`config.mk`:
```
export PLATFORM = sky130hd
export DESIGN_NAME = pcc_ctrl
export DESIGN_NICKNAME = d
export VERILOG_FILES = /design/src/rtl/pcc_pkg.sv /design/src/rtl/pcc_ctrl.sv /design/src/rtl/pcc_sync.sv
export SDC_FILE = /design/constraint.sdc
export NUM_CORES = 1
export LEC_CHECK = 0
export BUFFER_PORTS_ARGS = -buffer_cell sky130_fd_sc_hd__clkbuf_2
export CAP_MARGIN = 20
export CELL_PAD_IN_SITES_DETAIL_PLACEMENT = 1
export CELL_PAD_IN_SITES_GLOBAL_PLACEMENT = 2
export CORE_AREA = 4 4 49 68
export DETAILED_ROUTE_END_ITERATION = 10
export DIE_AREA = 0 0 53 72
export PLACE_DENSITY_LB_ADDON = 0.2
export SLEW_MARGIN = 20
export SYNTH_ARGS = -nofsm -noshare
export SYNTH_HDL_FRONTEND = slang
export SYNTH_SLANG_ARGS = --single-unit
```
`constraint.sdc`:
```
create_clock -name clk -period 1 [get_ports clk]
set_input_delay 0.05 -clock clk [delete_from_list [all_inputs] [get_ports clk]]
set_output_delay 0.05 -clock clk [all_outputs]
set_load 0.02 [all_outputs]
```
`src/rtl/pcc_pkg.sv`:
```
// Package for the 16-bit card socket control-signal block.
// Assumes a single 10 MHz clock and synchronous active-high reset.
package pcc_pkg;

    // Battery condition codes decoded from the two detect lines.
    typedef enum logic [1:0]
    {
        PCC_BATT_GOOD,
        PCC_BATT_WEAK,
        PCC_BATT_DEAD
    } pcc_batt_e;

    // Socket cycle kinds requested by the host side.
    typedef enum logic [2:0]
    {
        PCC_CYC_NONE,
        PCC_CYC_IO_RD,
        PCC_CYC_IO_WR,
        PCC_CYC_MEM,
        PCC_CYC_DMA_FROM_CARD,
        PCC_CYC_DMA_TO_CARD
    } pcc_cyc_e;

    // Request source selection for DMA.
    localparam logic DMA_SRC_BATT2 = 1'h0;
    localparam logic DMA_SRC_ACK   = 1'h1;

    // Synchroniser depth and reset values.
    localparam int   SYNC_STAGES   = 2;
    localparam logic PIN_IDLE      = 1'h1;
    localparam logic STROBE_IDLE_N = 1'h1;
    localparam logic SOCKET_CNT    = 1'h0;

endpackage

```
`src/rtl/pcc_ctrl.sv`:
```
// Control-signal logic of one 16-bit card socket: battery decode, speaker
// combine, DMA requests, card detect, byte enables and I/O strobes.
// Assumes host cycle requests arrive synchronous to clk; card pins do not.
`timescale 1ns/100ps
`default_nettype none

// Behaviour
// - Both detect high good; second low weak; first low dead, data lost.
// - Speaker bit only valid in I/O mode; otherwise a battery detect.
// - Speaker bits of all sockets are combined onto one audio output.
// - Second battery line is accepted as DMA request during DMA to card.
// - First enable selects even bytes, second enable selects odd bytes.
// - Input acknowledge may strobe a DMA request during DMA from card.
// - I/O read strobe asserted during host I/O reads.
// - I/O read strobe is the DMA write strobe, card to memory.
// - I/O write strobe driven low during host I/O writes.
// - I/O write strobe is the DMA strobe, memory to card.
// - First battery line is status change in I/O mode, raised upward.
module pcc_ctrl
#(
    parameter int SOCKETS = 2
)
(
    input  wire logic               clk,
    input  wire logic               rst,
    input  wire logic               io_mode,
    input  wire logic               dma_src_sel,
    input  wire logic [2:0]         cyc_kind,
    input  wire logic [1:0]         byte_sel,
    input  wire logic               batt1_pin,
    input  wire logic               batt2_pin,
    input  wire logic               detect1_pin,
    input  wire logic               detect2_pin,
    input  wire logic               in_ack_n_pin,
    input  wire logic [SOCKETS-2:0] other_spkr,
    output logic                    card_en1_n,
    output logic                    card_en2_n,
    output logic                    io_rd_n,
    output logic                    io_wr_n,
    output logic [1:0]              batt_state,
    output logic                    card_present,
    output logic                    status_change,
    output logic                    ring_ind,
    output logic                    spkr_bit,
    output logic                    combined_audio_out,
    output logic                    dma_req,
    output logic                    io_rd_ack
);

    logic [4:0]              pins_s;
    logic                    b1;
    logic                    b2;
    logic                    cd1;
    logic                    cd2;
    logic                    ack_n;
    logic                    dma_in;
    logic                    dma_out;
    pcc_pkg::pcc_cyc_e       cyc;
    logic                    nxt_ack_n_d;
    logic                    ack_n_d_ff;

    pcc_sync #(.WIDTH(5)) u_sync
    (
        .clk      (clk),
        .rst      (rst),
        .async_in ({batt1_pin, batt2_pin, detect1_pin, detect2_pin,
                    in_ack_n_pin}),
        .sync_out (pins_s)
    );

    assign b1    = pins_s[4];
    assign b2    = pins_s[3];
    assign cd1   = pins_s[2];
    assign cd2   = pins_s[1];
    assign ack_n = pins_s[0];
    assign cyc   = pcc_pkg::pcc_cyc_e'(cyc_kind);
    assign dma_out = (cyc == pcc_pkg::PCC_CYC_DMA_TO_CARD);
    assign dma_in  = (cyc == pcc_pkg::PCC_CYC_DMA_FROM_CARD);
    assign nxt_ack_n_d = ack_n;

    // Battery condition of a memory card; meaningless in I/O mode.
    function automatic logic [1:0] batt_decode(input logic v1, input logic v2);
        if (!v1)
            batt_decode = pcc_pkg::PCC_BATT_DEAD;
        else if (!v2)
            batt_decode = pcc_pkg::PCC_BATT_WEAK;
        else
            batt_decode = pcc_pkg::PCC_BATT_GOOD;
    endfunction

    // Edge memory of the acknowledge line, for strobe-style DMA requests.
    always_ff @(posedge clk)
    begin
        if (rst)
            ack_n_d_ff <= pcc_pkg::PIN_IDLE;
        else
            ack_n_d_ff <= nxt_ack_n_d;
    end

    // Status outputs are registered so they come from flip-flops.
    always_ff @(posedge clk)
    begin
        if (rst)
        begin
            batt_state    <= pcc_pkg::PCC_BATT_GOOD;
            card_present  <= pcc_pkg::SOCKET_CNT;
            status_change <= 1'h0;
            ring_ind      <= 1'h0;
            spkr_bit      <= 1'h0;
            io_rd_ack     <= 1'h0;
        end
        else
        begin
            batt_state    <= io_mode ? pcc_pkg::PCC_BATT_GOOD
                                     : batt_decode(b1, b2);
            card_present  <= !cd1 && !cd2;
            status_change <= io_mode && !b1;
            ring_ind      <= io_mode && !b1;
            spkr_bit      <= io_mode && b2 && !dma_out;
            io_rd_ack     <= !ack_n && (cyc == pcc_pkg::PCC_CYC_IO_RD);
        end
    end

    // Audio is a binary level, so exclusive-or keeps both tones audible.
    always_ff @(posedge clk)
    begin
        if (rst)
            combined_audio_out <= 1'h0;
        else
            combined_audio_out <= (io_mode && b2 && !dma_out) ^ (^other_spkr);
    end

    // DMA request, chosen by source select.
    always_ff @(posedge clk)
    begin
        if (rst)
            dma_req <= 1'h0;
        else if (dma_src_sel == pcc_pkg::DMA_SRC_BATT2)
            dma_req <= dma_out && b2;
        else
            dma_req <= dma_in && ack_n_d_ff && !ack_n;
    end

    // Strobes and enables are registered active-low outputs.
    always_ff @(posedge clk)
    begin
        if (rst)
        begin
            card_en1_n <= pcc_pkg::STROBE_IDLE_N;
            card_en2_n <= pcc_pkg::STROBE_IDLE_N;
            io_rd_n    <= pcc_pkg::STROBE_IDLE_N;
            io_wr_n    <= pcc_pkg::STROBE_IDLE_N;
        end
        else
        begin
            card_en1_n <= !(cyc != pcc_pkg::PCC_CYC_NONE && byte_sel[0]);
            card_en2_n <= !(cyc != pcc_pkg::PCC_CYC_NONE && byte_sel[1]);
            io_rd_n    <= !(cyc == pcc_pkg::PCC_CYC_IO_RD || dma_in);
            io_wr_n    <= !(cyc == pcc_pkg::PCC_CYC_IO_WR || dma_out);
        end
    end
endmodule
`default_nettype wire

```
`src/rtl/pcc_sync.sv`:
```
// Two flip-flop synchroniser for a bundle of card input pins.
// Assumes pins change asynchronously to clk; the first stage is read
// only by the second.
`timescale 1ns/100ps
`default_nettype none
module pcc_sync
#(
    parameter int WIDTH = 1
)
(
    input  wire logic             clk,
    input  wire logic             rst,
    input  wire logic [WIDTH-1:0] async_in,
    output logic      [WIDTH-1:0] sync_out
);

    logic [WIDTH-1:0] meta_ff;

    always_ff @(posedge clk)
    begin
        if (rst)
        begin
            meta_ff  <= {WIDTH{pcc_pkg::PIN_IDLE}};
            sync_out <= {WIDTH{pcc_pkg::PIN_IDLE}};
        end
        else
        begin
            meta_ff  <= async_in;
            sync_out <= meta_ff;
        end
    end

endmodule
`default_nettype wire

```
==> results of run 1 <==
[layer usage]
| layer | GRT usage | wire [µm] |
|---|---|---|
| met3 | 0.02464 | 108 |
| met2 | 0.1174 | 600 |
| met1 | 0.08000 | 547 |
| met4 | 0.05966 | 20 |
| met5 | 0 | 0 |
[worst max-delay path, delay by kind of cell (launching register included)]
family / cells / cell delay, ns
AND/OR/NAND/NOR: 1 / 0.08
flip-flops: 1 / 0.35
multiplexers: 1 / 0.29
[registers in the layout, summed over array words and instances (netlist names)]
name,flops
io_wr_n,1
ack_n_d_ff,1
dma_req,1
card_en1_n,1
combined_audio_out,1
ring_ind,1
u_sync.meta_ff,5
u_sync.sync_out,5
io_rd_n,1
card_present,1
io_rd_ack,1
card_en2_n,1
spkr_bit,1
batt_state,2
[synthesized netlist by cell type]
| library cell | n |
|---|---|
| a21o_2 | 1 |
| a21oi_1 | 1 |
| and3_1 | 1 |
| buf_4 | 1 |
| clkbuf_1 | 2 |
| dfxtp_1 | 23 |
| mux2_4 | 1 |
| nand2_1 | 6 |
| nand2b_1 | 1 |
| nand3_1 | 1 |
| nand3_2 | 1 |
| nand3b_1 | 1 |
| nand3b_2 | 1 |
| nor2_1 | 8 |
| nor2b_1 | 1 |
| nor3_1 | 3 |
| nor4b_1 | 1 |
| or2_2 | 11 |
| xor2_1 | 1 |
[metrics by stage]
step	setup WS, ns	area, µm²	cells
global route	0.1119	999.7	139
floorplan	0.1577	710.7	66
global placement	0.1114	884.6	128
finish	0.1571	999.7	139
detailed placement	0.08692	884.6	128
CTS	0.1547	999.7	139
[cell families (layout without fill, tap and decap cells)]
logic type | Yosys count | count (layout) | share of synthesized area
buf+inv | 3 | 39 | 0.02113
mux | 1 | 1 | 0.02112
xor+xnor | 1 | 1 | 0.01233
compound gates | 2 | 2 | 0.01936
simple gates | 36 | 36 | 0.2782
flops | 23 | 23 | 0.6479
[layout make-up]
class | count | area [µm²] | area share
tap | 37 | 46.29 | 0.04631
multi-input combinational | 40 | 235.2 | 0.2353
sequential | 23 | 460.4 | 0.4606
timing repair buffer | 35 | 212.7 | 0.2128
clock buffer | 4 | 45.04 | 0.04506
[worst min-delay path by stage]
stage | start | endpoint | slack [ns] | cells past startpoint
floorplan | byte_sel[0] | card_en1_n$_SDFF_PP1_ | 0.11 | 1
detailed placement | byte_sel[1] | card_en2_n$_SDFF_PP1_ | 0.21 | 2
finish | io_mode | batt_state[0]$_SDFF_PP0_ | 0.02 | 2
CTS | io_mode | batt_state[0]$_SDFF_PP0_ | 0.02 | 2
global placement | byte_sel[1] | card_en2_n$_SDFF_PP1_ | 0.20 | 2
global route | io_mode | batt_state[0]$_SDFF_PP0_ | 0.04 | 2
[power by group through the flow]
stage	registers, mW	clock network (mW)	logic, mW
6_report	0.962	0.554	0.163
5_1_grt	0.966	0.610	0.182
4_1_cts	0.962	0.581	0.168
3_5_place_dp	0.984	0	0.146
3_3_place_gp	0.983	0	0.144
2_1_floorplan	1.01	0	0.0590
==> results list, run 1 <==
* Clock edge transition at the registers on the reported setup and hold paths: 0.08 ns
* Leftover overflow at the end of global routing: 0
* Synth Warn #: 0
* Proportion of synthesized chip area in sequential cells: 0.6479
- The number of pins with negative max-slew slack in the final report is 0.
- Internal Power: 1.320 mW
- The floorplan step set the die width to 53 µm.
- DRT iter0 DRCs: 9
* Most common cell after layout, fill and taps aside: clkbuf_2
* First-pass DRT Iterations: 3
* Gate Count Post-Synth: 66
- Clk_skew: 0.006302 ns
- Along the worst path, the maximum fanout reaches 2.
- I/O pin cnt: 28
- The share of total power dissipated in combinational logic is 0.097.
- # fillers: 340
- Initial cell density of the core: 0.2546
- CTS built an H-tree with a depth of 1.
- The largest total area in the synthesized netlist belongs to dfxtp_1.
- In this run the worst hold path is classified as primary input to register.
- I/O Buffers: 27
* Post-cts resize count: 0
* Buffers from clock root to sink, at most: 2
- Fraction of final layout cells with drive strength greater than 1: 0.4510
- Final number of hold-violating endpoints: 0
- The first global-routing pass estimated 2.070 mm of wire.
- Height of the chip: 72 µm
* Slew Limit Headroom: 0.7914
* Final core utilization: 0.3581
- The top cell types in the final layout, fill and taps aside, are clkbuf_2, dfxtp_1, or2_2.
* Number of max-cap violations: 0
- Net switching power of the design: 358.8 µW
- Status: finished clean
* Via count of the first global-routing pass: 504
- Setup violations remaining at the end of the flow were counted as 0.
* Share of total power consumed by net switching: 0.2137
- Startpoint kind of the worst setup timing path: register
- Share of the cycle needed by the critical path after routing: 0.8429
* Static Leak: 0.4544 nW
- Clock Sink Count: 23
* Largest vdd supply drop: 770.8 µV
* Wire per inst: 9.180 µm
- Routability-driven placement congestion ratio: 0.6409
- CTS placed an instance of clkbuf_8 at the clock tree root.
- Average vias per placed instance: 3.885
* Type of the setup path with the least slack: register to register
* Area of the placeable core: 2791 µm²
- Hold Slack: 0.02427 ns
- Of the total power, registers draw 0.573.
- The endpoint identified for the worst register-to-register timing path is combined_audio_out$_SDFF_PP0_.
* Reg2reg setup slack: 0.16 ns
* Shortest period the worst path allows: 0.8429 ns
- The die covers 3816 µm².
- Power per cell area: 1680 nW/µm²
* CP Data Required Time: 1.15 ns
- After layout, the design draws a total of 1.679 mW.
- Final antenna diode count: 0
- Unrepaired setup endpoints after global routing: no
- The count of nets left with antenna violations once routing finished came out at 0.
* Cells traversed along the worst timing path: nand3_2 > mux2_4
- Net count, final: 118
* Clock tree from TritonCTS: yes
- The worst register-to-register path has a depth of 2.
* Total Routing Usage GR: 0.07488
- Row cnt: 23
- Post-CTS setup repair buffer count: 0
- The number of clock buffers added by TritonCTS is 3.
- Entering global routing, the biggest net connects 21 pins.
- Tracing the worst setup path back leads to its startpoint at u_sync.sync_out[3]$_SDFF_PP1_.
* Clock network latency to the later pin of the worst-skew pair: 0.26 ns
* Stage delay of the slowest cell on the critical path: 0.35 ns
* Source of the worst register-to-register timing path: u_sync.sync_out[3]$_SDFF_PP1_
* Sum Neg Setup Slack: 0 ns
* Largest cells by area after synthesis: dfxtp_1, or2_2, nor2_1
* Syn avg cell area: 10.77 µm²
- Relative to the synthesized area, the layout overhead comes to 40.67%.
- Summing over every cut layer, the via total after detailed routing is 540.
* Combined area of all synthesized cells: 710.7 µm²
* Tightest Pin Transition: 0.3129 ns
- Critical path capture point type: register
- The slowest stage of the critical path belongs to the cell dfxtp_1.
* Worst Path Arrival: 0.99 ns
* DP Wirelength: 969.6 µm
* Number of antenna violations at the first check in global routing: 0
* Detailed-route wire length: 1.276 mm
- Highest attainable clock frequency: 1186 MHz
* Quantity of hold-fixing buffers added after cts: 7
- Remaining DRCs: 0
- Count of distinct cell types in the synthesized netlist: 19
- Following the worst setup path forward leads to its endpoint at combined_audio_out$_SDFF_PP0_.
- Flops & latches, synth: 23
- When the netlist entered floorplanning its net count stood at 81.
- Of the total power, the clock network draws 0.330.
- Of the post-synthesis cell area, the dominant cell type holds 0.6479.
(Power assumes the default switching activity.)
==> run 2, diff against run 1 <==
==> constraint.sdc (replaced) <==
create_clock -name clk -period 0.9 [get_ports clk]
set_input_delay 0.045 -clock clk [delete_from_list [all_inputs] [get_ports clk]]
set_output_delay 0.045 -clock clk [all_outputs]
set_load 0.02 [all_outputs]
==> run 2 against run 1 <==
  * Maximum frequency is 2.4% higher
  * Flip-flop and latch count stayed put
  * Global-route usage is 1.3 points higher
  * Core utilization is 1.4 points higher
  * Highest routed layer unchanged
  * Power is 13% higher
  * Largest cell class unchanged
  * Non-clock buffer count is 4 higher
==> results list, run 2 (synthesis results as in run 1) <==
- The count of final setup violators is 0 (unchanged).
* First-pass GRT wire length: 2.435 mm (+18%)
* Final antenna diode count: 0 (unchanged)
* Share of total power consumed by net switching: 0.2265 (+0.01282)
- The number of antenna violations at the first check in global routing came to 0 (unchanged).
- Most frequent cells in the layout: clkbuf_2, dfxtp_1, or2_2
- The maximum ir drop on the vdd rail came to 859.9 µV (+12%).
- Leftover overflow at the end of global routing: 0 (unchanged)
- The endpoint identified for the worst register-to-register timing path is combined_audio_out$_SDFF_PP0_.
- The reported net switching power was 431.0 µW (+20%).
* Highest attainable clock frequency: 1215 MHz (+2.4%)
- The fraction of final layout cells sized beyond drive strength 1 is 0.5000 (+0.04902).
* Worst Path Arrival: 0.98 ns (about the same)
- Walking the worst path, the cells encountered are nand3_2 > mux2_4.
- The delay contributed by the slowest stage of the critical path is 0.35 ns (about the same).
- The number of clock sinks was 23 (unchanged).
* Unrepaired setup endpoints after global routing: no
* Remaining DRCs: 0 (unchanged)
- The number of instances on the worst hold path came to 2 (unchanged).
* Type of the setup path with the least slack: register to register
- I/O Buffers: 27 (unchanged)
* Tightest Pin Transition: 0.3392 ns (+0.02626 ns)
* Internal Power: 1.472 mW (+11%)
* Area of the placeable core: 2791 µm² (unchanged)
- The total length of routed wires was 1.427 mm (+12%).
- The ratio of total power to cell area came to 1832 nW/µm² (+9.1%).
* Cell at the slowest stage of the critical path: dfxtp_2
- CP Data Required Time: 1.06 ns (-0.09 ns)
- The worst setup path is launched from a register.
- The count of nets left with antenna violations after detail routing was 0 (unchanged).
- Worst Reg-to-Reg Cells: 2 (unchanged)
- Wire per inst: 9.979 µm (+8.7%)
* Source of the worst register-to-register timing path: u_sync.sync_out[3]$_SDFF_PP1_
* Most common cell after layout, fill and taps aside: clkbuf_2
* Clock tree root buffer cell: clkbuf_8
- Number of max-cap violations: 0 (unchanged)
* Buffers from clock root to sink, at most: 2 (unchanged)
- The via total after detailed routing is 567 (+5.0%).
- Clock network latency to the later pin of the worst-skew pair: 0.26 ns (about the same)
- Area Overhead vs Synth: 46.13%
- Sum Neg Setup Slack: 0 ns (unchanged)
- Hold_sp: io_mode
- The I/O pin count was 28 (unchanged).
* Share of the cycle needed by the critical path after routing: 0.9148 (+0.07192)
- Height of the chip: 72 µm (unchanged)
* Portion of total power attributed to combinational logic: 0.104 (+0.007)
- Clock edge transition at the registers on the reported setup and hold paths: 0.08 ns (about the same)
- Max FO, Critical Path: 3 (+1)
- TritonCTS built the clock tree.
* Status: finished clean
- The leakage power summed over all cells was 0.4775 nW (+5.1%).
* Clk_skew: 0.001316 ns (-0.004986 ns)
* Die outline area: 3816 µm² (unchanged)
* Shortest period the worst path allows: 0.8233 ns (-0.01956 ns)
- The count of placed standard cells in the final layout, fillers left out is 143 (+2.9%).
- Net count, final: 122 (+3.4%)
* Row cnt: 23 (unchanged)
- Critical path capture point type: register
- X dimension of the die: 53 µm (unchanged)
- Num CTS Buffers: 3 (unchanged)
- # fillers: 330 (-2.9%)
* Part of the power in registers: 0.562 (-0.011)
* Routability-driven placement congestion ratio: 0.6589 (+2.8%)
- Final number of hold-violating endpoints: 0 (unchanged)
- DP Wirelength: 1.070 mm (+10%)
* Initial cell density of the core: 0.2546 (unchanged)
- Worst Hold Path EP: batt_state[0]$_SDFF_PP0_
* Largest registers: u_sync.meta_ff x5, u_sync.sync_out x5, batt_state x2
- The number of levels in the clock H-tree is 1 (unchanged).
- The worst setup slack for register-to-register paths came to 0.08 ns (-0.08 ns).
- The placed instance count is 132 (+3.1%).
- Worst min path class: primary input to register
* DRT iter0 DRCs: 4 (-5)
- The number of pins with negative max-slew slack in the final report came to 0 (unchanged).
* Slew Limit Headroom: 0.7739 (-0.01751)
- The largest net degree at the start of global routing is 21 (unchanged).
- The routed via count divided by cell count is 3.965 (+2.1%).
- The number of detailed-routing iterations run before antenna repair was 2 (-1).
- The global-route total usage across every layer came to 0.08773 (+0.01286).
- The power after layout was 1.903 mW (+13%).
- The part of the power in the clock network is 0.334 (+0.004).
* Placed instance area: 914.6 µm² (+3.4%)
- The number of global-route vias before repair was 573 (+14%).
- The summed area of non-filler cells in the final layout was 1039 µm² (+3.9%).
## run 2: changes by cell type in the layout (fill, tap and decap cells not counted), sizes merged
cell    before  now
buf          1    5
clkbuf      31   30
clkinv       0    1
## run 2: how the worst max path moves through the flow
stage	start	end	slack (ns)
after floorplan	u_sync.sync_out[3]$_SDFF_PP1_	combined_audio_out$_SDFF_PP0_	0.06
after global placement	cyc_kind[1]	combined_audio_out$_SDFF_PP0_	0.05
after detailed placement	cyc_kind[1]	combined_audio_out$_SDFF_PP0_	0.05
after CTS	u_sync.sync_out[3]$_SDFF_PP1_	combined_audio_out$_SDFF_PP0_	0.03
after global routing	u_sync.sync_out[3]$_SDFF_PP1_	combined_audio_out$_SDFF_PP0_	0.04
final	u_sync.sync_out[3]$_SDFF_PP1_	combined_audio_out$_SDFF_PP0_	0.08
## run 2: what timing repair did
item	in CTS	in global routing
buffers inserted	0	0
endpoints found under the hold margin	7	0
resized for setup	0	2
hold buffers	7	0
setup endpoints to repair	0	2
## run 2: layout make-up
cell class / count / area, µm² / share of cell area
clock buffer: 3 / 41.29 / 0.03976
clock inverter: 1 / 5.005 / 0.004819
sequential: 23 / 461.7 / 0.4446
multi-input combinational: 40 / 241.5 / 0.2325
timing repair buffer: 39 / 242.7 / 0.2337
tap: 37 / 46.29 / 0.04458
## run 2: critical path, delay by kind of cell (launching register included)
| kind | cells | cell delay, ns |
|---|---|---|
| multiplexers | 1 | 0.29 |
| AND/OR/NAND/NOR | 1 | 0.08 |
| flip-flops | 1 | 0.35 |
## run 2: metrics by stage
step                hold WS, ns    util  worst slack [ns]
finish                  0.01432  0.3720           0.07666
global route            0.01996  0.3720           0.03903
CTS                    0.004613  0.3693           0.03004
detailed placement       0.2034  0.3277           0.04975
global placement         0.1972  0.3277           0.05403
floorplan                0.1069       -           0.05771
## run 2: per-layer routing
| layer | wire, µm | track usage | share of wire |
|---|---|---|---|
| met1 | 533 | 0.09278 | 0.37 |
| met2 | 734 | 0.1409 | 0.51 |
| met3 | 131 | 0.03285 | 0.092 |
| met4 | 27 | 0.05966 | 0.019 |
| met5 | 0 | 0 | 0 |
## run 2: power by group through the flow
stage	clock network, mW	logic (mW)	registers (mW)
floorplan	0	0.0655	1.12
global placement	0	0.174	1.09
detailed placement	0	0.176	1.09
CTS	0.663	0.200	1.07
global route	0.706	0.222	1.07
finish	0.636	0.197	1.07
